`src/tdp_pkg.sv`:
```
// constants, register map and types of the disconnect policy block
// assumes a 125 MHz core clock and an APB master with 32-bit data
`default_nettype none
package tdp_pkg;
    localparam int ADDR_W      = 8;
    localparam int LIM_W       = 16;
    localparam int CNT_W       = LIM_W + 1;
    localparam int BURST_SHIFT = 9;
    localparam int BURST_W     = LIM_W + BURST_SHIFT;
    localparam int N_TIMERS    = 3;
    // tick period in microseconds, clock rate in MHz
    localparam int TICK_US     = 100;
    localparam int CLK_MHZ     = 125;
    localparam int TICK_CYCLES = TICK_US * CLK_MHZ;
    // timer slots
    localparam int T_INACT = 0;
    localparam int T_CONN  = 1;
    localparam int T_DISC  = 2;
    // register byte addresses
    localparam logic [ADDR_W-1:0] A_CFG0  = 8'h00;
    localparam logic [ADDR_W-1:0] A_CFG1  = 8'h04;
    localparam logic [ADDR_W-1:0] A_CFG2  = 8'h08;
    localparam logic [ADDR_W-1:0] A_CMD   = 8'h0C;
    localparam logic [ADDR_W-1:0] A_STAT  = 8'h10;
    localparam logic [ADDR_W-1:0] A_MASK  = 8'h14;
    localparam logic [ADDR_W-1:0] A_STATE = 8'h18;
    // field positions
    localparam int HI_LSB     = 16;
    localparam int POL_LSB    = 0;
    localparam int PMA_BIT    = 3;
    localparam int DAC_BIT    = 4;
    localparam int CFG2_W     = 5;
    localparam int COMMIT_BIT = 0;
    localparam int FOREIGN_BIT = 1;
    // status / mask bits
    localparam int EV_INACT   = 0;
    localparam int EV_CONN    = 1;
    localparam int EV_BURST   = 2;
    localparam int EV_DAC     = 3;
    localparam int EV_ILLEGAL = 4;
    localparam int EV_MDPREJ  = 5;
    localparam int EV_N       = 6;
    // transfer disconnect policy codes
    localparam logic [2:0] POL_NONE = 3'h0;
    localparam logic [2:0] POL_DATA = 3'h1;
    localparam logic [2:0] POL_CMD  = 3'h3;
    // sense key and additional sense codes
    localparam logic [3:0] SK_ILLEGAL_REQ = 4'h5;
    localparam logic [3:0] SK_ABORTED     = 4'hB;
    localparam logic [7:0] ASC_BAD_FIELD  = 8'h26;
    localparam logic [7:0] ASC_BAD_MSG    = 8'h49;
    typedef enum logic [1:0] {ST_IDLE, ST_CONN, ST_WAIT, ST_RESEL} tdp_state_e;
endpackage
`default_nettype wire

```
`src/tdp_timer_if.sv`:
```
// signals between the policy core and its limit timers
// assumes both ends run on the same core clock
`default_nettype none
interface tdp_timer_if #(
    parameter int N = 3,
    parameter int W = 17
);
    logic         tick;
    logic [N-1:0] run;
    logic [N-1:0] restart;
    logic [N-1:0] expired;
    logic [W-1:0] limit [N];
    modport ctl (output run, output restart, output limit,
                 input expired, input tick);
    modport tmr (input run, input restart, input limit,
                 output expired, output tick);
endinterface
`default_nettype wire

```
`src/tdp_policy.sv`:
```
// disconnect and reselection policy of a parallel bus target
// assumes APB from software and same-clock phase strobes from the
// target sequencer; bus phase sequencing itself lives elsewhere
`default_nettype none
module tdp_policy #(
    parameter int TICK_CYCLES = tdp_pkg::TICK_CYCLES
) (
    input  wire logic                       ref_clk,
    input  wire logic                       sys_rst,
    input  wire logic                       ce,
    input  wire logic                       psel,
    input  wire logic                       penable,
    input  wire logic                       pwrite,
    input  wire logic [tdp_pkg::ADDR_W-1:0] paddr,
    input  wire logic [31:0]                pwdata,
    output var  logic [31:0]                prdata,
    output var  logic                       pready,
    output var  logic                       pslverr,
    input  wire logic                       disc_priv,
    input  wire logic                       bsy_owned,
    input  wire logic                       req_ack,
    input  wire logic                       cmd_phase_done,
    input  wire logic                       data_phase,
    input  wire logic                       data_all_moved,
    input  wire logic                       cmd_complete,
    input  wire logic                       bus_released,
    input  wire logic                       mdp_rejected,
    output var  logic                       disconnect_req,
    output var  logic                       reselect_ok,
    output var  logic                       mdp_allow,
    output var  logic                       check_cond,
    output var  logic [3:0]                 sense_key,
    output var  logic [7:0]                 sense_code,
    output var  logic                       irq
);
    localparam int LW = tdp_pkg::LIM_W;
    localparam int HI = tdp_pkg::HI_LSB;
    localparam int EN = tdp_pkg::EV_N;

    tdp_timer_if #(.N(tdp_pkg::N_TIMERS), .W(tdp_pkg::CNT_W)) tif ();

    tdp_timers #(.TICK_CYCLES(TICK_CYCLES)) u_timers (
        .ref_clk (ref_clk),
        .sys_rst (sys_rst),
        .ce      (ce),
        .t       (tif.tmr)
    );

    // register state
    logic [31:0]               cfg0_ff, cfg1_ff, act0_ff, act1_ff;
    logic [31:0]               nxt_cfg0, nxt_cfg1, nxt_act0, nxt_act1;
    logic [tdp_pkg::CFG2_W-1:0] cfg2_ff, act2_ff, nxt_cfg2, nxt_act2;
    logic [EN-1:0]             stat_ff, mask_ff, nxt_stat, nxt_mask;
    logic [31:0]               prdata_ff, nxt_prdata;
    logic                      pready_ff, pslverr_ff, nxt_pready, nxt_pslverr;
    logic                      chk_ff, irq_ff, nxt_chk, nxt_irq;
    logic [3:0]                skey_ff, nxt_skey;
    logic [7:0]                scode_ff, nxt_scode;
    // policy state
    tdp_pkg::tdp_state_e       state_ff, nxt_state;
    logic                      disc_ff, resel_ff, nxt_disc, nxt_resel;
    logic                      open_ff, started_ff, moved_ff;
    logic                      nxt_open, nxt_started, nxt_moved;
    logic [tdp_pkg::BURST_W-1:0] bytes_ff, nxt_bytes;
    // decode helpers
    logic                      acc, commit, illegal, legal_pol;
    logic [2:0]                pol, sh_pol;
    logic [LW-1:0]             inact_lim, conn_lim, disc_lim, burst_lim;
    logic                      pma, dac, lock, allowed;
    logic [EN-1:0]             ev;

    assign acc       = psel && penable && pready_ff;
    assign commit    = acc && pwrite && (paddr == tdp_pkg::A_CMD)
                       && pwdata[tdp_pkg::COMMIT_BIT];
    assign sh_pol    = cfg2_ff[tdp_pkg::POL_LSB +: 3];
    assign legal_pol = (sh_pol == tdp_pkg::POL_NONE)
                       || (sh_pol == tdp_pkg::POL_DATA)
                       || (sh_pol == tdp_pkg::POL_CMD);
    // foreign flag says another page field held a nonzero value
    assign illegal   = pwdata[tdp_pkg::FOREIGN_BIT] || !legal_pol
                       || ((sh_pol != tdp_pkg::POL_NONE)
                           && (cfg1_ff[HI +: LW] != '0));

    assign inact_lim = act0_ff[LW-1:0];
    assign conn_lim  = act0_ff[HI +: LW];
    assign disc_lim  = act1_ff[LW-1:0];
    assign burst_lim = act1_ff[HI +: LW];
    assign pol       = act2_ff[tdp_pkg::POL_LSB +: 3];
    assign pma       = act2_ff[tdp_pkg::PMA_BIT];
    assign dac       = act2_ff[tdp_pkg::DAC_BIT];

    // holds of the data-transfer policy; 000b never locks
    assign lock = started_ff
        && (((pol == tdp_pkg::POL_DATA) && !moved_ff)
            || (pol == tdp_pkg::POL_CMD));
    assign allowed = disc_priv && (state_ff == tdp_pkg::ST_CONN)
                     && !disc_ff;

    // timer hookup
    always_comb begin
        tif.run[tdp_pkg::T_INACT]     = (state_ff == tdp_pkg::ST_CONN)
                                        && !lock;
        tif.restart[tdp_pkg::T_INACT] = req_ack
                                        || (state_ff != tdp_pkg::ST_CONN);
        tif.run[tdp_pkg::T_CONN]      = (state_ff == tdp_pkg::ST_CONN)
                                        && !lock;
        tif.restart[tdp_pkg::T_CONN]  = (state_ff != tdp_pkg::ST_CONN);
        tif.run[tdp_pkg::T_DISC]      = (state_ff == tdp_pkg::ST_WAIT);
        tif.restart[tdp_pkg::T_DISC]  = bus_released;
        tif.limit[tdp_pkg::T_INACT]   = {1'b0, inact_lim};
        tif.limit[tdp_pkg::T_CONN]    = {1'b0, conn_lim};
        // one extra unit so a partial first tick never shortens the wait
        tif.limit[tdp_pkg::T_DISC]    = (disc_lim == '0) ? '0
                                        : {1'b0, disc_lim} + 1'b1;
    end

    // disconnect triggers, plus the illegal-page and pointer-reject status events
    always_comb begin
        ev = '0;
        ev[tdp_pkg::EV_INACT] = allowed && !lock && (inact_lim != '0)
                                && tif.expired[tdp_pkg::T_INACT];
        ev[tdp_pkg::EV_CONN]  = allowed && !lock && (conn_lim != '0)
                                && tif.expired[tdp_pkg::T_CONN];
        ev[tdp_pkg::EV_BURST] = allowed && data_phase
            && (burst_lim != '0)
            && (bytes_ff >= {burst_lim, {tdp_pkg::BURST_SHIFT{1'b0}}});
        ev[tdp_pkg::EV_DAC]   = allowed && dac && cmd_phase_done;
        ev[tdp_pkg::EV_ILLEGAL] = commit && illegal;
        ev[tdp_pkg::EV_MDPREJ]  = mdp_rejected && pma;
    end

    // register file and APB slave
    always_comb begin
        nxt_cfg0    = cfg0_ff;
        nxt_cfg1    = cfg1_ff;
        nxt_cfg2    = cfg2_ff;
        nxt_act0    = act0_ff;
        nxt_act1    = act1_ff;
        nxt_act2    = act2_ff;
        nxt_mask    = mask_ff;
        nxt_stat    = stat_ff;
        nxt_prdata  = prdata_ff;
        nxt_pslverr = pslverr_ff;
        nxt_pready  = psel && !penable && !pready_ff;
        nxt_chk     = 1'b0;
        nxt_skey    = skey_ff;
        nxt_scode   = scode_ff;
        if (psel && !penable) begin
            nxt_pslverr = 1'b0;
            if (paddr == tdp_pkg::A_CFG0) begin
                nxt_prdata = cfg0_ff;
            end else if (paddr == tdp_pkg::A_CFG1) begin
                nxt_prdata = cfg1_ff;
            end else if (paddr == tdp_pkg::A_CFG2) begin
                nxt_prdata = 32'(cfg2_ff);
            end else if (paddr == tdp_pkg::A_CMD) begin
                nxt_prdata = 32'h0000_0000;
            end else if (paddr == tdp_pkg::A_STAT) begin
                nxt_prdata = 32'(stat_ff);
            end else if (paddr == tdp_pkg::A_MASK) begin
                nxt_prdata = 32'(mask_ff);
            end else if (paddr == tdp_pkg::A_STATE) begin
                nxt_prdata = {14'h0000, resel_ff, disc_ff, scode_ff,
                              skey_ff, 2'h0, state_ff};
            end else begin
                nxt_prdata  = 32'h0000_0000;
                nxt_pslverr = 1'b1;
            end
        end
        if (acc && pwrite) begin
            if (paddr == tdp_pkg::A_CFG0) begin
                nxt_cfg0 = pwdata;
            end else if (paddr == tdp_pkg::A_CFG1) begin
                nxt_cfg1 = pwdata;
            end else if (paddr == tdp_pkg::A_CFG2) begin
                nxt_cfg2 = pwdata[tdp_pkg::CFG2_W-1:0];
            end else if (paddr == tdp_pkg::A_STAT) begin
                nxt_stat = stat_ff & ~pwdata[EN-1:0];
            end else if (paddr == tdp_pkg::A_MASK) begin
                nxt_mask = pwdata[EN-1:0];
            end
        end
        if (mdp_rejected && pma) begin
            nxt_chk   = 1'b1;
            nxt_skey  = tdp_pkg::SK_ABORTED;
            nxt_scode = tdp_pkg::ASC_BAD_MSG;
        end
        // an illegal page keeps the old settings in force
        if (commit && illegal) begin
            nxt_chk   = 1'b1;
            nxt_skey  = tdp_pkg::SK_ILLEGAL_REQ;
            nxt_scode = tdp_pkg::ASC_BAD_FIELD;
        end else if (commit) begin
            nxt_act0 = cfg0_ff;
            nxt_act1 = cfg1_ff;
            nxt_act2 = cfg2_ff;
        end
        // set beats a clear in the same cycle
        nxt_stat = nxt_stat | ev;
        nxt_irq  = |(nxt_stat & nxt_mask);
    end

    always_ff @(posedge ref_clk) begin
        if (sys_rst) begin
            cfg0_ff    <= '0;
            cfg1_ff    <= '0;
            cfg2_ff    <= '0;
            act0_ff    <= '0;
            act1_ff    <= '0;
            act2_ff    <= '0;
            stat_ff    <= '0;
            mask_ff    <= '0;
            prdata_ff  <= '0;
            pready_ff  <= 1'b0;
            pslverr_ff <= 1'b0;
            chk_ff     <= 1'b0;
            skey_ff    <= '0;
            scode_ff   <= '0;
            irq_ff     <= 1'b0;
        end else if (ce) begin
            cfg0_ff    <= nxt_cfg0;
            cfg1_ff    <= nxt_cfg1;
            cfg2_ff    <= nxt_cfg2;
            act0_ff    <= nxt_act0;
            act1_ff    <= nxt_act1;
            act2_ff    <= nxt_act2;
            stat_ff    <= nxt_stat;
            mask_ff    <= nxt_mask;
            prdata_ff  <= nxt_prdata;
            pready_ff  <= nxt_pready;
            pslverr_ff <= nxt_pslverr;
            chk_ff     <= nxt_chk;
            skey_ff    <= nxt_skey;
            scode_ff   <= nxt_scode;
            irq_ff     <= nxt_irq;
        end
    end

    // connection state
    always_comb begin
        nxt_state   = state_ff;
        nxt_disc    = disc_ff;
        nxt_open    = open_ff;
        nxt_started = started_ff;
        nxt_moved   = moved_ff;
        nxt_bytes   = bytes_ff;
        if (|ev[tdp_pkg::EV_DAC:tdp_pkg::EV_INACT]) begin
            nxt_disc = 1'b1;
        end
        if (bus_released) begin
            nxt_disc = 1'b0;
        end
        if (cmd_phase_done) begin
            nxt_open = 1'b1;
        end
        if (data_phase) begin
            nxt_started = 1'b1;
        end
        if (data_all_moved) begin
            nxt_moved = 1'b1;
        end
        if (cmd_complete) begin
            nxt_open    = 1'b0;
            nxt_started = 1'b0;
            nxt_moved   = 1'b0;
        end
        if (!data_phase || bus_released) begin
            nxt_bytes = '0;
        end else if (req_ack && !(&bytes_ff)) begin
            nxt_bytes = bytes_ff + 1'b1;
        end
        case (state_ff)
            tdp_pkg::ST_IDLE, tdp_pkg::ST_RESEL: begin
                if (bsy_owned) begin
                    nxt_state = tdp_pkg::ST_CONN;
                end
            end
            tdp_pkg::ST_CONN: begin
                if (bus_released) begin
                    nxt_state = nxt_open ? tdp_pkg::ST_WAIT
                                         : tdp_pkg::ST_IDLE;
                end
            end
            default: begin
                if (bsy_owned) begin
                    nxt_state = tdp_pkg::ST_CONN;
                end else if (tif.expired[tdp_pkg::T_DISC]) begin
                    nxt_state = tdp_pkg::ST_RESEL;
                end
            end
        endcase
        nxt_resel = (nxt_state == tdp_pkg::ST_RESEL);
    end

    always_ff @(posedge ref_clk) begin
        if (sys_rst) begin
            state_ff   <= tdp_pkg::ST_IDLE;
            disc_ff    <= 1'b0;
            resel_ff   <= 1'b0;
            open_ff    <= 1'b0;
            started_ff <= 1'b0;
            moved_ff   <= 1'b0;
            bytes_ff   <= '0;
        end else if (ce) begin
            state_ff   <= nxt_state;
            disc_ff    <= nxt_disc;
            resel_ff   <= nxt_resel;
            open_ff    <= nxt_open;
            started_ff <= nxt_started;
            moved_ff   <= nxt_moved;
            bytes_ff   <= nxt_bytes;
        end
    end

    assign prdata         = prdata_ff;
    assign pready         = pready_ff;
    assign pslverr        = pslverr_ff;
    assign disconnect_req = disc_ff;
    assign reselect_ok    = resel_ff;
    assign mdp_allow      = act2_ff[tdp_pkg::PMA_BIT];
    assign check_cond     = chk_ff;
    assign sense_key      = skey_ff;
    assign sense_code     = scode_ff;
    assign irq            = irq_ff;
endmodule
`default_nettype wire

```
`src/tdp_timers.sv`:
```
// shared 100 us tick and the saturating limit counters
// assumes restart and run come from logic on ref_clk
`default_nettype none
module tdp_timers #(
    parameter int TICK_CYCLES = tdp_pkg::TICK_CYCLES,
    parameter int N           = tdp_pkg::N_TIMERS,
    parameter int W           = tdp_pkg::CNT_W
) (
    input  wire logic ref_clk,
    input  wire logic sys_rst,
    input  wire logic ce,
    tdp_timer_if.tmr  t
);
    localparam int PW = $clog2(TICK_CYCLES);
    localparam logic [PW-1:0] PRE_LAST = PW'(TICK_CYCLES - 1);

    logic [PW-1:0] pre_ff;
    logic [PW-1:0] nxt_pre;
    logic          tick_ff;
    logic          nxt_tick;

    always_comb begin
        nxt_tick = (pre_ff == PRE_LAST);
        nxt_pre  = nxt_tick ? '0 : pre_ff + 1'b1;
    end

    always_ff @(posedge ref_clk) begin
        if (sys_rst) begin
            pre_ff  <= '0;
            tick_ff <= 1'b0;
        end else if (ce) begin
            pre_ff  <= nxt_pre;
            tick_ff <= nxt_tick;
        end
    end

    assign t.tick = tick_ff;

    // the tick phase is free running, so a limit lands within one unit
    for (genvar i = 0; i < N; i++) begin : g_tmr
        logic [W-1:0] cnt_ff;
        logic [W-1:0] nxt_cnt;
        always_comb begin
            nxt_cnt = cnt_ff;
            if (t.restart[i]) begin
                nxt_cnt = '0;
            end else if (t.run[i] && tick_ff && !(&cnt_ff)) begin
                nxt_cnt = cnt_ff + 1'b1;
            end
        end
        always_ff @(posedge ref_clk) begin
            if (sys_rst) begin
                cnt_ff <= '0;
            end else if (ce) begin
                cnt_ff <= nxt_cnt;
            end
        end
        assign t.expired[i] = t.run[i] && (cnt_ff >= t.limit[i]);

    end
endmodule
`default_nettype wire

```
`config.mk`:
```
export PLATFORM = sky130hd
export DESIGN_NAME = tdp_policy
export DESIGN_NICKNAME = d
export VERILOG_FILES = /design/src/tdp_pkg.sv /design/src/tdp_timer_if.sv /design/src/tdp_policy.sv /design/src/tdp_timers.sv
export SDC_FILE = /design/constraint.sdc
export NUM_CORES = 1
export LEC_CHECK = 0
export BUFFER_PORTS_ARGS = -buffer_cell sky130_fd_sc_hd__buf_4
export CAP_MARGIN = 15
export CORE_MARGIN = 10
export CORE_UTILIZATION = 35
export CTS_CLUSTER_SIZE = 16
export DETAILED_ROUTE_END_ITERATION = 10
export PLACE_DENSITY_LB_ADDON = 0.3
export SLEW_MARGIN = 20
export SYNTH_ARGS = -nofsm -noshare
export SYNTH_HDL_FRONTEND = slang
export SYNTH_SLANG_ARGS = --single-unit
```
`constraint.sdc`:
```
create_clock -name ref_clk -period 3 [get_ports ref_clk]
set_input_delay 0.3 -clock ref_clk [delete_from_list [all_inputs] [get_ports ref_clk]]
set_output_delay 0.3 -clock ref_clk [all_outputs]
set_load 0.05 [all_outputs]
```
==> qor.log, run 1 <==
qor: sta.max-slew-margin-rel 43.03%
qor: place.detailed_placement_hpwl 31140 um
qor: worst_setup_path.worst_r2r_path_depth 13
qor: worst_setup_path.reg2reg_slack 0.21 ns
qor: grt.grt_max_degree 123
qor: worst_setup_path.crit_path_start_kind flip-flop
qor: synthesis.synthArstFlopShare 0%
qor: grt.gr_layer_usage_met3 3.455%
qor: pwr.clock_power_share 50.3%
qor: sta.timing_hold_violations_final 0
qor: grt.antenna_found_initial 1
qor: synthesis.synthMuxAreaShare 1.725%
qor: synthesis.syn_inst 1781
qor: die.start_util 35.42%
qor: grt.global_route.overflow_total 0
qor: synthesis.seq_area_frac_synth 40.82%
qor: die.design.core.area 39730 um2
qor: place.pre_cts_slack -0.1368 ns
qor: grt.grt.met2_usage 25.39%
qor: pwr.internal 6.739 mW
qor: cts.htree_num_levels 2
qor: sta.setup_viol 0
qor: worst_setup_path.worstSetupPathType flip-flop to flip-flop
qor: grt.fraction_of_met1_tracks_used_by_global_routing 24.52%
qor: cts.cts-root-to-sink-buffers 3
qor: synthesis.synth_top_family_by_area simple AND/OR/NAND/NOR gates
qor: worst_setup_path.crit_path_max_fanout 3
qor: die.ioPinCount 106
qor: place.numPortBuffers 103
qor: route.wl 42440 um
qor: worst_hold_path.worst_hold_path_type input port to flip-flop
qor: route.drc 0
qor: worst_setup_path.timing.rr.end reselect_ok
qor: pwr.design_power_total 8.784 mW
qor: sta.postLayoutSetupSlackWorst 0.2119 ns
qor: layout.nets 2001
qor: die.design.die.area 48640 um2
qor: route.drt-wirelength-per-cell 17.55 um
qor: route.routed_via_count_divided_by_cell_count 5.370
qor: layout.drive_above_1_share 12.20%
qor: pwr.switching_power 2.046 mW
qor: synthesis.share_of_synthesized_cell_area_in_full_adder_half_adder_and_majority_cells 6.934%
qor: route.drt-initial-drc-count 1010
qor: cts.clock-root-buffer sky130_fd_sc_hd__clkbuf_16
qor: synthesis.synth-edff-count 0
qor: worst_setup_path.worst-endpoint-arrival 3.19 ns
qor: synthesis.synth.avg_cell_area 7.903 um2
qor: synthesis.synth_flop_cell sky130_fd_sc_hd__dfxtp_1
qor: synthesis.yosysTopAreaCell sky130_fd_sc_hd__dfxtp_1
qor: sta.max_clock_freq 358.7 MHz
qor: layout.number_of_inserted_diodes 0
qor: synthesis.yosys_register_bits 287
qor: sta.clock-skew-final 0.01845 ns
qor: synthesis.synth_compound_area_share 16.11%
qor: grt.grt.busiest_layer met2
qor: grt.vias_in_the_first_global_route 12.26k
qor: place.gp_routability_congestion 0.9107
qor: die.die_x 220.5 um
qor: worst_setup_path.worst_ep_required 3.40 ns
qor: die.standard_cell_rows 73
qor: outcome.status finished, final reports clean
qor: sta.worst_pin_slew 0.8468 ns
qor: cts.cts_sinks 287
qor: pwr.swShare 23.29%
qor: sta.slew_violations 0
qor: worst_setup_path.launching_element_of_the_worst_setup_path act1_ff[0]
qor: worst_setup_path.setup.worst_path.end reselect_ok
qor: route.ant_nets 0
qor: sta.finalWorstPathRequiredPeriod 2.788 ns
qor: cts.cts-buffers-inserted 34
qor: layout.area.growth.synth_to_final 18.72%
qor: worst_setup_path.critical_path.reg2reg.startpoint act1_ff[0]
qor: pwr.power.ir.vdd_worst 0.3744 mV
qor: layout.postLayoutCoreUtil 42.06%
qor: route.drt-pass1-iter-count 5
qor: synthesis.synth_xor_area_share 4.356%
qor: pwr.seqPwrFrac 44.0%
qor: synthesis.synth.distinct_cells 67
qor: flow_run.maxCapViolations 0
qor: grt.grt_usage 17.00%
qor: synthesis.synth-warning-count 0
qor: synthesis.post_synth_and_or_nand_nor_area_fraction 24.89%
qor: route.vias 12.98k
qor: sta.finalCritPeriodShare 92.94%
qor: worst_setup_path.critical_path.endpoint_type flip-flop
qor: pwr.power.static_leakage 6.014 nW
qor: cts.cts_tree yes
qor: die.die_height 220.5 um
qor: synthesis.syn-cell-area 14070 um2
qor: cts.clk_transition_reported_paths 0.06 ns
qor: synthesis.synth.top_cells.by_area sky130_fd_sc_hd__dfxtp_1 (41%), sky130_fd_sc_hd__nand2_1 (9.5%), sky130_fd_sc_hd__a21oi_1 (7.0%)
qor: synthesis.synthDominantCellAreaShare 40.82%
qor: cts.insertion_delay 0.53 ns
qor: grt.grt_first_pass_wirelength 67190 um
qor: pwr.power_density 525.7 nW/um2
qor: cts.number_of_setup_buffers_added_after_cts 0
qor: pwr.combinational_group_share_of_total_power 5.7%
qor: cts.cts_hold_repair.buffers 0
layer usage:
metal	up-vias	wire [um]	part of all wire, %
li1	6366	-	-
met1	6180	20550	48
met2	379	18030	42
met3	57	3107	7.3
met4	2	735	1.7
met5	-	17	0.040
registers in the layout, summed over array words and instances (netlist names), 2 cells and up:
name                   count
mask_ff                    6
bytes_ff                  25
u_timers.pre_ff           14
act1_ff                   32
cfg2_ff                    5
u_timers.g_tmr.cnt_ff     51
cfg1_ff                   32
act0_ff                   32
prdata                    32
state_ff                   2
cfg0_ff                   32
sense_key                  3
stat_ff                    6
act2_ff                    5
cell usage in the layout, fill, tap and decap left out, drive strengths merged, types with 5 or more instances in the layout:
cell,count
o2111ai,8
or4,7
dfxtp,287
nor3,39
nand3,58
a311oi,7
nor3b,6
clkbuf,49
o21ai,41
ha,78
a221oi,19
a21oi,197
a2111oi,5
inv,76
or2,6
mux2i,22
o21a,5
o211ai,12
nor4,30
a22oi,22
a21o,5
xnor2,29
a21boi,5
and3,17
buf,152
a211oi,19
nand4,31
xor2,41
bufinv,5
nand2,356
and4,6
clkinv,6
nor2,170
and2,8
nand2b,9
or3,15
cell usage after synthesis, drive strengths merged, types with 29 or more instances:
cell type / n
buf: 29
dfxtp: 287
nor3: 39
o21ai: 41
nor4: 30
xor2: 41
inv: 74
nand2: 356
clkbuf: 73
xnor2: 29
nand4: 31
nand3: 58
nor2: 170
ha: 78
a21oi: 197
power groups by stage:
| stage | clock network (mW) | logic [mW] | registers [mW] |
|---|---|---|---|
| global placement | 0 | 0.490 | 3.95 |
| detailed placement | 0 | 0.495 | 3.95 |
| global route | 4.65 | 0.534 | 3.87 |
| finish | 4.42 | 0.499 | 3.87 |
| CTS | 4.48 | 0.496 | 3.87 |
| floorplan | 0 | 0.211 | 4.02 |
through the flow:
step / instances / hold WS [ns] / area [um2] / TNS, ns
2_1_floorplan: 1782 / 0.4268 / 14080 / 0
4_1_cts: 2418 / 0.007864 / 16690 / 0
3_3_place_gp: 2357 / 0.4370 / 15490 / -0.1119
5_1_grt: 2418 / 0.02318 / 16710 / -0.06563
6_report: 2418 / 0.02542 / 16710 / 0
3_5_place_dp: 2357 / 0.4430 / 15490 / -0.3035
logic make-up (layout without fill, tap and decap cells):
| group | count (synthesis) | count (layout) |
|---|---|---|
| AOI/OAI and AO/OA | 371 | 371 |
| xor gates and xnor gates | 70 | 70 |
| adders and majority gates | 78 | 78 |
| buffers and inverters | 177 | 288 |
| DFF | 287 | 287 |
| muxes | 24 | 24 |
| other | 1 | 2 |
| and+or+nand+nor | 773 | 773 |
area by class of cell:
class / count / area [um2]
fill: 4028 / 23020
multi-input combinational: 1318 / 7660
sequential: 287 / 5746
timing repair buffer: 152 / 1170
clock buffer: 49 / 988.4
tap: 525 / 656.9
inverter: 75 / 281.5
clock inverter: 12 / 207.7
worst max-delay path, stage by stage (launching register included):
cell                        delay, ns
sky130_fd_sc_hd__dfxtp_1         0.33
sky130_fd_sc_hd__ha_1            0.22
sky130_fd_sc_hd__nand3_1         0.16
sky130_fd_sc_hd__nor2_2          0.17
sky130_fd_sc_hd__nand4_1         0.18
sky130_fd_sc_hd__xor2_1          0.20
sky130_fd_sc_hd__ha_1            0.34
sky130_fd_sc_hd__a21oi_2         0.15
sky130_fd_sc_hd__o21ai_0         0.11
sky130_fd_sc_hd__a2111oi_2       0.26
sky130_fd_sc_hd__buf_4           0.18
sky130_fd_sc_hd__a21oi_1         0.08
sky130_fd_sc_hd__o211ai_1        0.21
sky130_fd_sc_hd__o32ai_1         0.09
how the worst min path moves through the flow:
| stage | startpoint | endpoint | slack [ns] | depth (start not counted) |
|---|---|---|---|---|
| 2_1_floorplan | act2_ff[1] | act2_ff[1] | 0.43 | 2 |
| 3_3_place_gp | act2_ff[1] | act2_ff[1] | 0.44 | 2 |
| 3_5_place_dp | act2_ff[1] | act2_ff[1] | 0.44 | 2 |
| 4_1_cts | pwdata[12] | cfg1_ff[12] | 0.008 | 3 |
| 5_1_grt | pwdata[30] | cfg0_ff[30] | 0.02 | 3 |
| 6_report | pwdata[12] | cfg1_ff[12] | 0.03 | 3 |
repair_timing:
item | in CTS | in global routing
endpoints found under the setup margin | 3 | 3
pin swaps | 1 | 1
gates resized for setup | 2 | 5
Note: power is estimated with default switching activity, not from simulation.
==> run 2, diff against run 1 <==
--- a/config.mk
+++ b/config.mk
@@ -5,8 +5,11 @@
 export SDC_FILE = /design/constraint.sdc
 export NUM_CORES = 1
 export LEC_CHECK = 0
+export ABC_CLOCK_PERIOD_IN_PS = 3000
 export BUFFER_PORTS_ARGS = -buffer_cell sky130_fd_sc_hd__buf_4
 export CAP_MARGIN = 15
+export CELL_PAD_IN_SITES_DETAIL_PLACEMENT = 1
+export CELL_PAD_IN_SITES_GLOBAL_PLACEMENT = 1
 export CORE_MARGIN = 10
 export CORE_UTILIZATION = 35
 export CTS_CLUSTER_SIZE = 16
==> run 2 against run 1 <==
- register-to-register slack worse by 0.02 ns
- hold slack worse by 0.0032 ns
- clock skew about the same
- non-clock buffer count up 6
- combinational power up 2%
- power down 4.2%
- sequential cell count unchanged
- cell count about the same
- global-route usage up 2.3 points
- fmax down 0.78%
- via count up 1.8%
- sequential share of layout area about the same
==> qor.log, run 2 (same netlist as run 1, synthesis figures left out) <==
qor: outcome.status finished, final reports clean
qor: flow_run.maxCapViolations 0 [unchanged]
qor: worst_setup_path.critical_path.endpoint_type flip-flop
qor: sta.clock-skew-final 0.01874 ns [+0.0002891 ns]
qor: pwr.power.static_leakage 5.985 nW [-0.49%]
qor: grt.vias_in_the_first_global_route 13.46k [+9.8%]
qor: worst_setup_path.setup.worst_path.end reselect_ok
qor: worst_setup_path.path_buf_inv 1 [unchanged]
qor: worst_setup_path.worst_r2r_path_depth 14 [+1]
qor: cts.clock-root-buffer sky130_fd_sc_hd__clkbuf_16
qor: place.pre_cts_slack -0.2168 ns [-0.07997 ns]
qor: pwr.design_power_total 8.411 mW [-4.2%]
qor: sta.finalCritPeriodShare 93.67% [+0.73 points]
qor: sta.finalWorstPathRequiredPeriod 2.810 ns [+0.02195 ns]
qor: grt.grt_usage 19.26% [+2.3 points]
qor: place.placed_cell_area 15570 um2 [+0.52%]
qor: layout.largest_reg_flops 51 [unchanged]
qor: cts.htree_num_levels 2 [unchanged]
qor: layout.drive_above_1_share 12.35% [+0.15 points]
qor: worst_setup_path.crit_path_start_kind flip-flop
qor: pwr.combinational_group_share_of_total_power 6.1% [+0.4 points]
qor: sta.fin_hold_ws 0.02224 ns [-0.003187 ns]
qor: grt.antenna_found_initial 0 [-1]
qor: cts.number_of_setup_buffers_added_after_cts 0 [unchanged]
qor: route.drt-wirelength-per-cell 19.55 um [+11%]
qor: cts.insertion_delay 0.54 ns [about the same]
qor: layout.final_common_cell sky130_fd_sc_hd__nand2_1
qor: cts.cts_tree yes
qor: sta.setup_viol 0 [unchanged]
qor: sta.timing_hold_violations_final 0 [unchanged]
qor: worst_setup_path.crit_path_max_fanout 3 [unchanged]
qor: worst_setup_path.critical_path.reg2reg.startpoint act1_ff[2]
qor: route.drt-pass1-iter-count 5 [unchanged]
qor: route.wl 47300 um [+11%]
qor: layout.registers.top_by_ff_count u_timers.g_tmr.cnt_ff
qor: die.design.core.area 39730 um2 [unchanged]
qor: worst_setup_path.largest_stage_delay_on_the_critical_path 0.34 ns [about the same]
qor: route.ant_nets 0 [unchanged]
qor: layout.nets 2007 [+0.30%]
qor: worst_setup_path.timing.rr.end reselect_ok
qor: place.gp_routability_congestion 0.8604 [-5.5%]
qor: die.die_height 220.5 um [unchanged]
qor: sta.slew_violations 0 [unchanged]
qor: worst_setup_path.cp_slowest_cell sky130_fd_sc_hd__dfxtp_1
qor: worst_setup_path.reg2reg_slack 0.19 ns [-0.02 ns]
qor: route.vias 13.22k [+1.8%]
qor: grt.global_route.overflow_total 0 [unchanged]
qor: pwr.power.ir.vdd_worst 0.3665 mV [-2.1%]
qor: worst_setup_path.worst_ep_required 3.39 ns [about the same]
qor: pwr.switching_power 2.050 mW [+0.22%]
qor: worst_setup_path.critical_path.top_delay_family simple AND/OR/NAND/NOR gates
qor: pwr.swShare 24.37% [+1.1 points]
qor: pwr.power_density 504.1 nW/um2 [-4.1%]
qor: sta.max_clock_freq 355.9 MHz [-0.78%]
qor: worst_setup_path.cp_num_cells 14 [+1]
qor: die.ioPinCount 106 [unchanged]
qor: route.drt-initial-drc-count 966 [-4.4%]
qor: die.standard_cell_rows 73 [unchanged]
qor: die.die_x 220.5 um [unchanged]
qor: worst_setup_path.launching_element_of_the_worst_setup_path act1_ff[2]
qor: cts.clk_transition_reported_paths 0.06 ns [about the same]
qor: sta.worst_pin_slew 0.7840 ns [-0.06282 ns]
qor: cts.cts_sinks 287 [unchanged]
qor: die.start_util 35.42% [unchanged]
qor: place.detailed_placement_hpwl 35070 um [+13%]
qor: grt.grt_first_pass_wirelength 74970 um [+12%]
qor: layout.area.growth.synth_to_final 18.55%
qor: route.routed_via_count_divided_by_cell_count 5.464 [+1.8%]
qor: worst_setup_path.worstSetupPathType flip-flop to flip-flop
qor: pwr.seqPwrFrac 46.0% [+2.0 points]
qor: sta.postLayoutSetupSlackWorst 0.1900 ns [-0.02195 ns]
qor: sta.max-slew-margin-rel 47.61% [+4.6 points]
qor: route.drc 0 [unchanged]
qor: layout.multi_input_area 7677 um2 [+0.23%]
qor: layout.sequential_cell_area 5746 um2 [unchanged]
qor: die.design.die.area 48640 um2 [unchanged]
qor: pwr.internal 6.361 mW [-5.6%]
qor: worst_hold_path.worst_hold_path_type input port to flip-flop
qor: layout.layout.cell_area.non_filler 16690 um2 [-0.14%]
qor: place.numPortBuffers 103 [unchanged]
qor: pwr.clock_power_share 47.9% [-2.4 points]
qor: worst_setup_path.cp_cell_sequence and3_4, nand2_1, nor3_2, buf_4, and4_1, nand4_1, xor2_1, ha_1, nand2_1, o2111ai_1, a21oi_1, nor2_1, nor3_2, o32ai_1
qor: cts.cts-buffers-inserted 34 [unchanged]
qor: layout.filler_cell_count 4799 [+19%]
qor: layout.most_frequent_cells_in_the_layout sky130_fd_sc_hd__nand2_1 (356), sky130_fd_sc_hd__dfxtp_1 (287), sky130_fd_sc_hd__a21oi_1 (196)
qor: layout.number_of_inserted_diodes 0 [unchanged]
qor: grt.grt_max_degree 162 [+32%]
qor: cts.cts-root-to-sink-buffers 3 [unchanged]
qor: sta.grt_setup_unrepaired false
qor: worst_setup_path.worst-endpoint-arrival 3.20 ns [about the same]
qor: layout.postLayoutCoreUtil 42.00% [-0.060 points]
[run 2: repair_timing]
action	4_1_cts	5_1_grt
resized for setup	5	5
hold endpoints to repair	1	0
pin swaps	2	0
endpoints found under the setup margin	3	3
hold buffers	1	0
[run 2: worst min-delay path: cells and delay by family]
kind,cells,cell delay [ns]
AO/OA/AOI/OAI,1,0.05
buffers and inverters,1,0.11
AND/OR/NAND/NOR,1,0.05
[run 2: routing by layer]
layer,routed length (um),track usage (%),vias up
li1,-,-,6374
met1,22690,26.28,6509
met2,21190,30.69,272
met3,2360,3.346,68
met4,1063,5.418,0
met5,0,0,-
[run 2: worst min path at each step]
stage                from           to  slack (ns)  cells after the start
2_1_floorplan  act2_ff[1]   act2_ff[1]        0.43                      2
3_3_place_gp   act2_ff[4]   act2_ff[4]        0.44                      2
3_5_place_dp   act2_ff[1]   act2_ff[1]        0.45                      2
4_1_cts        pwdata[28]  cfg1_ff[28]       0.004                      3
5_1_grt        pwdata[11]  cfg1_ff[11]        0.02                      3
6_report       pwdata[27]  cfg0_ff[27]        0.02                      3
[run 2: cell type report]
| type | instances | share of cell area [%] |
|---|---|---|
| timing repair buffer | 158 | 7.521 |
| sequential | 287 | 34.43 |
| tap | 525 | 3.937 |
| clock buffer | 50 | 5.879 |
| inverter | 75 | 1.687 |
| multi-input combinational | 1318 | 46.01 |
| clock inverter | 7 | 0.5324 |
[run 2: through the flow]
stage / std cells / setup TNS [ns]
4_1_cts: 2420 / 0
6_report: 2420 / 0
2_1_floorplan: 1782 / 0
3_5_place_dp: 2362 / -0.4657
5_1_grt: 2420 / 0
3_3_place_gp: 2362 / -0.2501
[run 2: power groups by stage]
stage               registers (mW)  logic, mW  clock network [mW]
detailed placement            3.95      0.505                   0
global route                  3.87      0.544                4.29
floorplan                     4.02      0.211                   0
global placement              3.95      0.496                   0
CTS                           3.87      0.508                4.13
finish                        3.87      0.509                4.03
==> run 3, diff against run 2 <==
--- a/config.mk
+++ b/config.mk
@@ -5,6 +5,7 @@
 export SDC_FILE = /design/constraint.sdc
 export NUM_CORES = 1
 export LEC_CHECK = 0
+export ABC_AREA = 1
 export ABC_CLOCK_PERIOD_IN_PS = 3000
 export BUFFER_PORTS_ARGS = -buffer_cell sky130_fd_sc_hd__buf_4
 export CAP_MARGIN = 15
==> run 3 against run 2 <==
- first-iteration DRC count fell by 33%
- synthesized cell count is 21% higher
- largest power group unchanged
- core utilization grew 0.63 points
- critical endpoint is now state_ff[0]
- critical path type unchanged
- combinational power increased by 17%
==> qor.log, run 3 <==
qor: worst_setup_path.worst-endpoint-arrival 3.35 ns [+0.15 ns]
qor: synthesis.synth_flop_cell sky130_fd_sc_hd__dfxtp_1
qor: sta.slew_violations 0 [unchanged]
qor: layout.final_common_cell sky130_fd_sc_hd__nand2_1
qor: route.routed_via_count_divided_by_cell_count 5.248 [-4.0%]
qor: layout.post_layout_nonfiller_instances 2836 [+17%]
qor: route.m1WireLength 23570 um [+3.9%]
qor: grt.grt_usage 20.61% [+1.4 points]
qor: layout.drive_above_1_share 12.28% [-0.066 points]
qor: synthesis.yosysMostFrequentCell sky130_fd_sc_hd__nand2_1
qor: worst_setup_path.worstSetupPathType flip-flop to flip-flop
qor: layout.largest_reg_flops 51 [unchanged]
qor: place.detailed_placement_hpwl 39870 um [+14%]
qor: place.numPortBuffers 103 [unchanged]
qor: sta.worst_pin_slew 1.035 ns [+0.2512 ns]
qor: sta.setup_viol 0 [unchanged]
qor: synthesis.syn_inst 2158 [+21%]
qor: synthesis.synth.distinct_cells 49 [-27%]
qor: die.die_x 227.5 um [+3.1%]
qor: place.dp_cells 2744 [+16%]
qor: synthesis.synth.top_cells.by_area sky130_fd_sc_hd__dfxtp_1 (38%), sky130_fd_sc_hd__nand2_1 (10%), sky130_fd_sc_hd__nor2_1 (9.1%)
qor: grt.grt_max_degree 138 [-15%]
qor: route.routed_met2_length 26180 um [+24%]
qor: grt.grt_first_pass_wirelength 84910 um [+13%]
qor: synthesis.commonest_cells_in_the_netlist sky130_fd_sc_hd__nand2_1 (408), sky130_fd_sc_hd__nor2_1 (366), sky130_fd_sc_hd__dfxtp_1 (287), sky130_fd_sc_hd__inv_1 (261), sky130_fd_sc_hd__o21ai_0 (148)
qor: route.ant_nets 0 [unchanged]
qor: synthesis.synth-warning-count 0 [unchanged]
qor: worst_setup_path.worst_ep_required 3.42 ns [+0.03 ns]
qor: place.placed_cell_area 16360 um2 [+5.1%]
qor: synthesis.synthArstFlopShare 0% [unchanged]
qor: worst_setup_path.critical_path.endpoint_type flip-flop
qor: synthesis.synthDominantCellAreaShare 38.14% [-2.7 points]
qor: route.drt-initial-drc-count 648 [-33%]
qor: synthesis.synth-edff-count 0 [unchanged]
qor: flow_run.maxCapViolations 0 [unchanged]
qor: sta.finalCritPeriodShare 97.75% [+4.1 points]
qor: sta.timing_hold_violations_final 0 [unchanged]
qor: grt.global_route.overflow_total 0 [unchanged]
qor: cts.cts_sinks 287 [unchanged]
qor: synthesis.synth.avg_cell_area 6.981 um2 [-12%]
qor: outcome.status finished, final reports clean
qor: synthesis.syn-cell-area 15070 um2 [+7.0%]
qor: layout.most_frequent_cells_in_the_layout sky130_fd_sc_hd__nand2_1 (405), sky130_fd_sc_hd__nor2_1 (356), sky130_fd_sc_hd__dfxtp_1 (284)
qor: pwr.power.ir.vdd_worst 0.3329 mV [-9.2%]
qor: die.design.die.area 51740 um2 [+6.4%]
qor: grt.vias_in_the_first_global_route 15.43k [+15%]
qor: synthesis.yosys_register_bits 287 [unchanged]
qor: cts.insertion_delay 0.55 ns [about the same]
qor: cts.cts_tree yes
qor: route.drt-pass1-iter-count 5 [unchanged]
qor: route.highest_metal_used met5
qor: layout.layout.cell_area.non_filler 18000 um2 [+7.9%]
qor: die.ioPinCount 106 [unchanged]
qor: route.drc 0 [unchanged]
qor: synthesis.seq_area_frac_synth 38.14% [-2.7 points]
qor: pwr.design_power_total 9.048 mW [+7.6%]
qor: grt.antenna_found_initial 6 [+6]
qor: cts.clock-root-buffer sky130_fd_sc_hd__clkbuf_16
qor: route.vias 14.88k [+13%]
qor: sta.max-slew-margin-rel 30.99% [-17 points]
qor: place.gp_routability_congestion 0.9076 [+5.5%]
qor: die.design.core.area 42230 um2 [+6.3%]
qor: worst_setup_path.crit_path_max_fanout 3 [unchanged]
qor: worst_hold_path.worst_hold_path_type input port to flip-flop
qor: route.drt-wirelength-per-cell 18.78 um [-3.9%]
qor: worst_setup_path.crit_path_start_kind flip-flop
qor: cts.cts-buffers-inserted 35 [+2.9%]
qor: synthesis.yosysTopAreaCell sky130_fd_sc_hd__dfxtp_1
qor: pwr.power.static_leakage 7.867 nW [+31%]
qor: place.pre_cts_slack -0.1017 ns [+0.1151 ns]
qor: sta.fin_hold_ws 0.04847 ns [+0.02623 ns]
qor: die.die_height 227.5 um [+3.1%]
qor: layout.nets 2403 [+20%]
qor: route.wl 53260 um [+13%]
qor: cts.clk_transition_reported_paths 0.06 ns [about the same]
qor: cts.cts-root-to-sink-buffers 3 [unchanged]
qor: sta.postLayoutSetupSlackWorst 0.06737 ns [-0.1226 ns]
qor: die.standard_cell_rows 75 [+2.7%]
qor: route.routed-wl-met3 2235 um [-5.3%]
qor: sta.clock-skew-final 0.01975 ns [+0.001010 ns]
qor: sta.grt_setup_unrepaired true
qor: layout.registers.top_by_ff_count u_timers.g_tmr.cnt_ff
qor: sta.finalWorstPathRequiredPeriod 2.933 ns [+0.1226 ns]
qor: sta.max_clock_freq 341.0 MHz [-4.2%]
qor: die.start_util 35.68% [+0.25 points]
qor: cts.htree_num_levels 2 [unchanged]
qor: layout.area.growth.synth_to_final 19.47%
qor: pwr.power_density 502.7 nW/um2 [-0.27%]
[run 3: cell count changes in the layout (fill, tap and decap cells not counted), moves of 49 or more]
| cell | before | now |
|---|---|---|
| sky130_fd_sc_hd__nand2_1 | 356 | 405 |
| sky130_fd_sc_hd__o21ai_0 | 39 | 146 |
| sky130_fd_sc_hd__a211oi_1 | 18 | 79 |
| sky130_fd_sc_hd__nor2_1 | 168 | 356 |
| sky130_fd_sc_hd__a21oi_1 | 196 | 127 |
| sky130_fd_sc_hd__inv_1 | 74 | 259 |
[run 3: path summary, 6_finish.rpt]
path / from / to / slack (ns) / cells past startpoint
worst max register to register: act1_ff[1] / state_ff[0] / 0.07 / 21
worst min register to register: act2_ff[2] / act2_ff[2] / 0.46 / 2
worst max-delay path: act1_ff[1] / state_ff[0] / 0.07 / 21
worst min-delay path: data_all_moved / moved_ff / 0.05 / 3
[run 3: worst max-delay path: stages (launching register included)]
cell and delay [ns]:
sky130_fd_sc_hd__dfxtp_2 0.36, sky130_fd_sc_hd__ha_4 0.16, sky130_fd_sc_hd__nand2_4 0.06, sky130_fd_sc_hd__nor2_4 0.11
sky130_fd_sc_hd__nand3_2 0.10, sky130_fd_sc_hd__nor2_4 0.13, sky130_fd_sc_hd__inv_2 0.06, sky130_fd_sc_hd__nor2_4 0.11
sky130_fd_sc_hd__nand4_1 0.13, sky130_fd_sc_hd__nor2_1 0.16, sky130_fd_sc_hd__xor2_1 0.16, sky130_fd_sc_hd__ha_1 0.29
sky130_fd_sc_hd__nand2_1 0.09, sky130_fd_sc_hd__nand2_1 0.06, sky130_fd_sc_hd__nand3_1 0.07, sky130_fd_sc_hd__nand2_1 0.06
sky130_fd_sc_hd__a21oi_2 0.10, sky130_fd_sc_hd__nand4_1 0.15, sky130_fd_sc_hd__nor2_1 0.16, sky130_fd_sc_hd__nor2_1 0.08
sky130_fd_sc_hd__a21oi_1 0.15, sky130_fd_sc_hd__nor2_1 0.07
[run 3: where the power goes]
group | internal, mW | total, mW | switching [mW]
sequential | 3.86 | 3.90 | 0.0397
clock | 2.78 | 4.56 | 1.78
combinational | 0.193 | 0.594 | 0.401
[run 3: cells by family (layout without fill, tap and decap cells)]
| logic type | Yosys count | in the layout | share of synthesized area, % |
|---|---|---|---|
| flops | 287 | 287 | 38.14 |
| fa+ha+maj | 78 | 78 | 6.478 |
| compound gates | 445 | 445 | 17.73 |
| xor+xnor | 28 | 28 | 1.628 |
| other cells | 1 | 3 | 0.02489 |
| simple gates | 962 | 962 | 26.58 |
| buf+inv | 357 | 494 | 9.418 |
[run 3: cell type report]
cell class,count,area [um2]
Sequential cell,287,5749
Antenna cell,1,2.502
Clock buffer,50,1044
Inverter,268,1006
Tap cell,539,674.4
Timing Repair Buffer,163,1303
Multi-Input combinational cell,1515,8034
Clock inverter,13,186.4
Fill cell,5321,24230
[run 3: per-stage QoR]
stage	util (%)	TNS, ns
2_1_floorplan	-	0
4_1_cts	42.28	0
5_1_grt	42.62	-0.7813
3_5_place_dp	38.75	-0.1526
3_3_place_gp	38.75	0
6_report	42.62	0
[run 3: what timing repair did]
action,in CTS,in global routing
resized for setup,6,32
setup buffers,0,3
setup endpoints to repair,3,8
hold buffers,25,0
pin swaps,2,19
endpoints found under the hold margin,40,0
[run 3: routing by layer]
metal | GRT usage [%] | vias up
li1 | - | 7313
met1 | 25.03 | 7254
met2 | 36.52 | 221
met3 | 3.796 | 84
met4 | 5.567 | 10
met5 | 0 | -
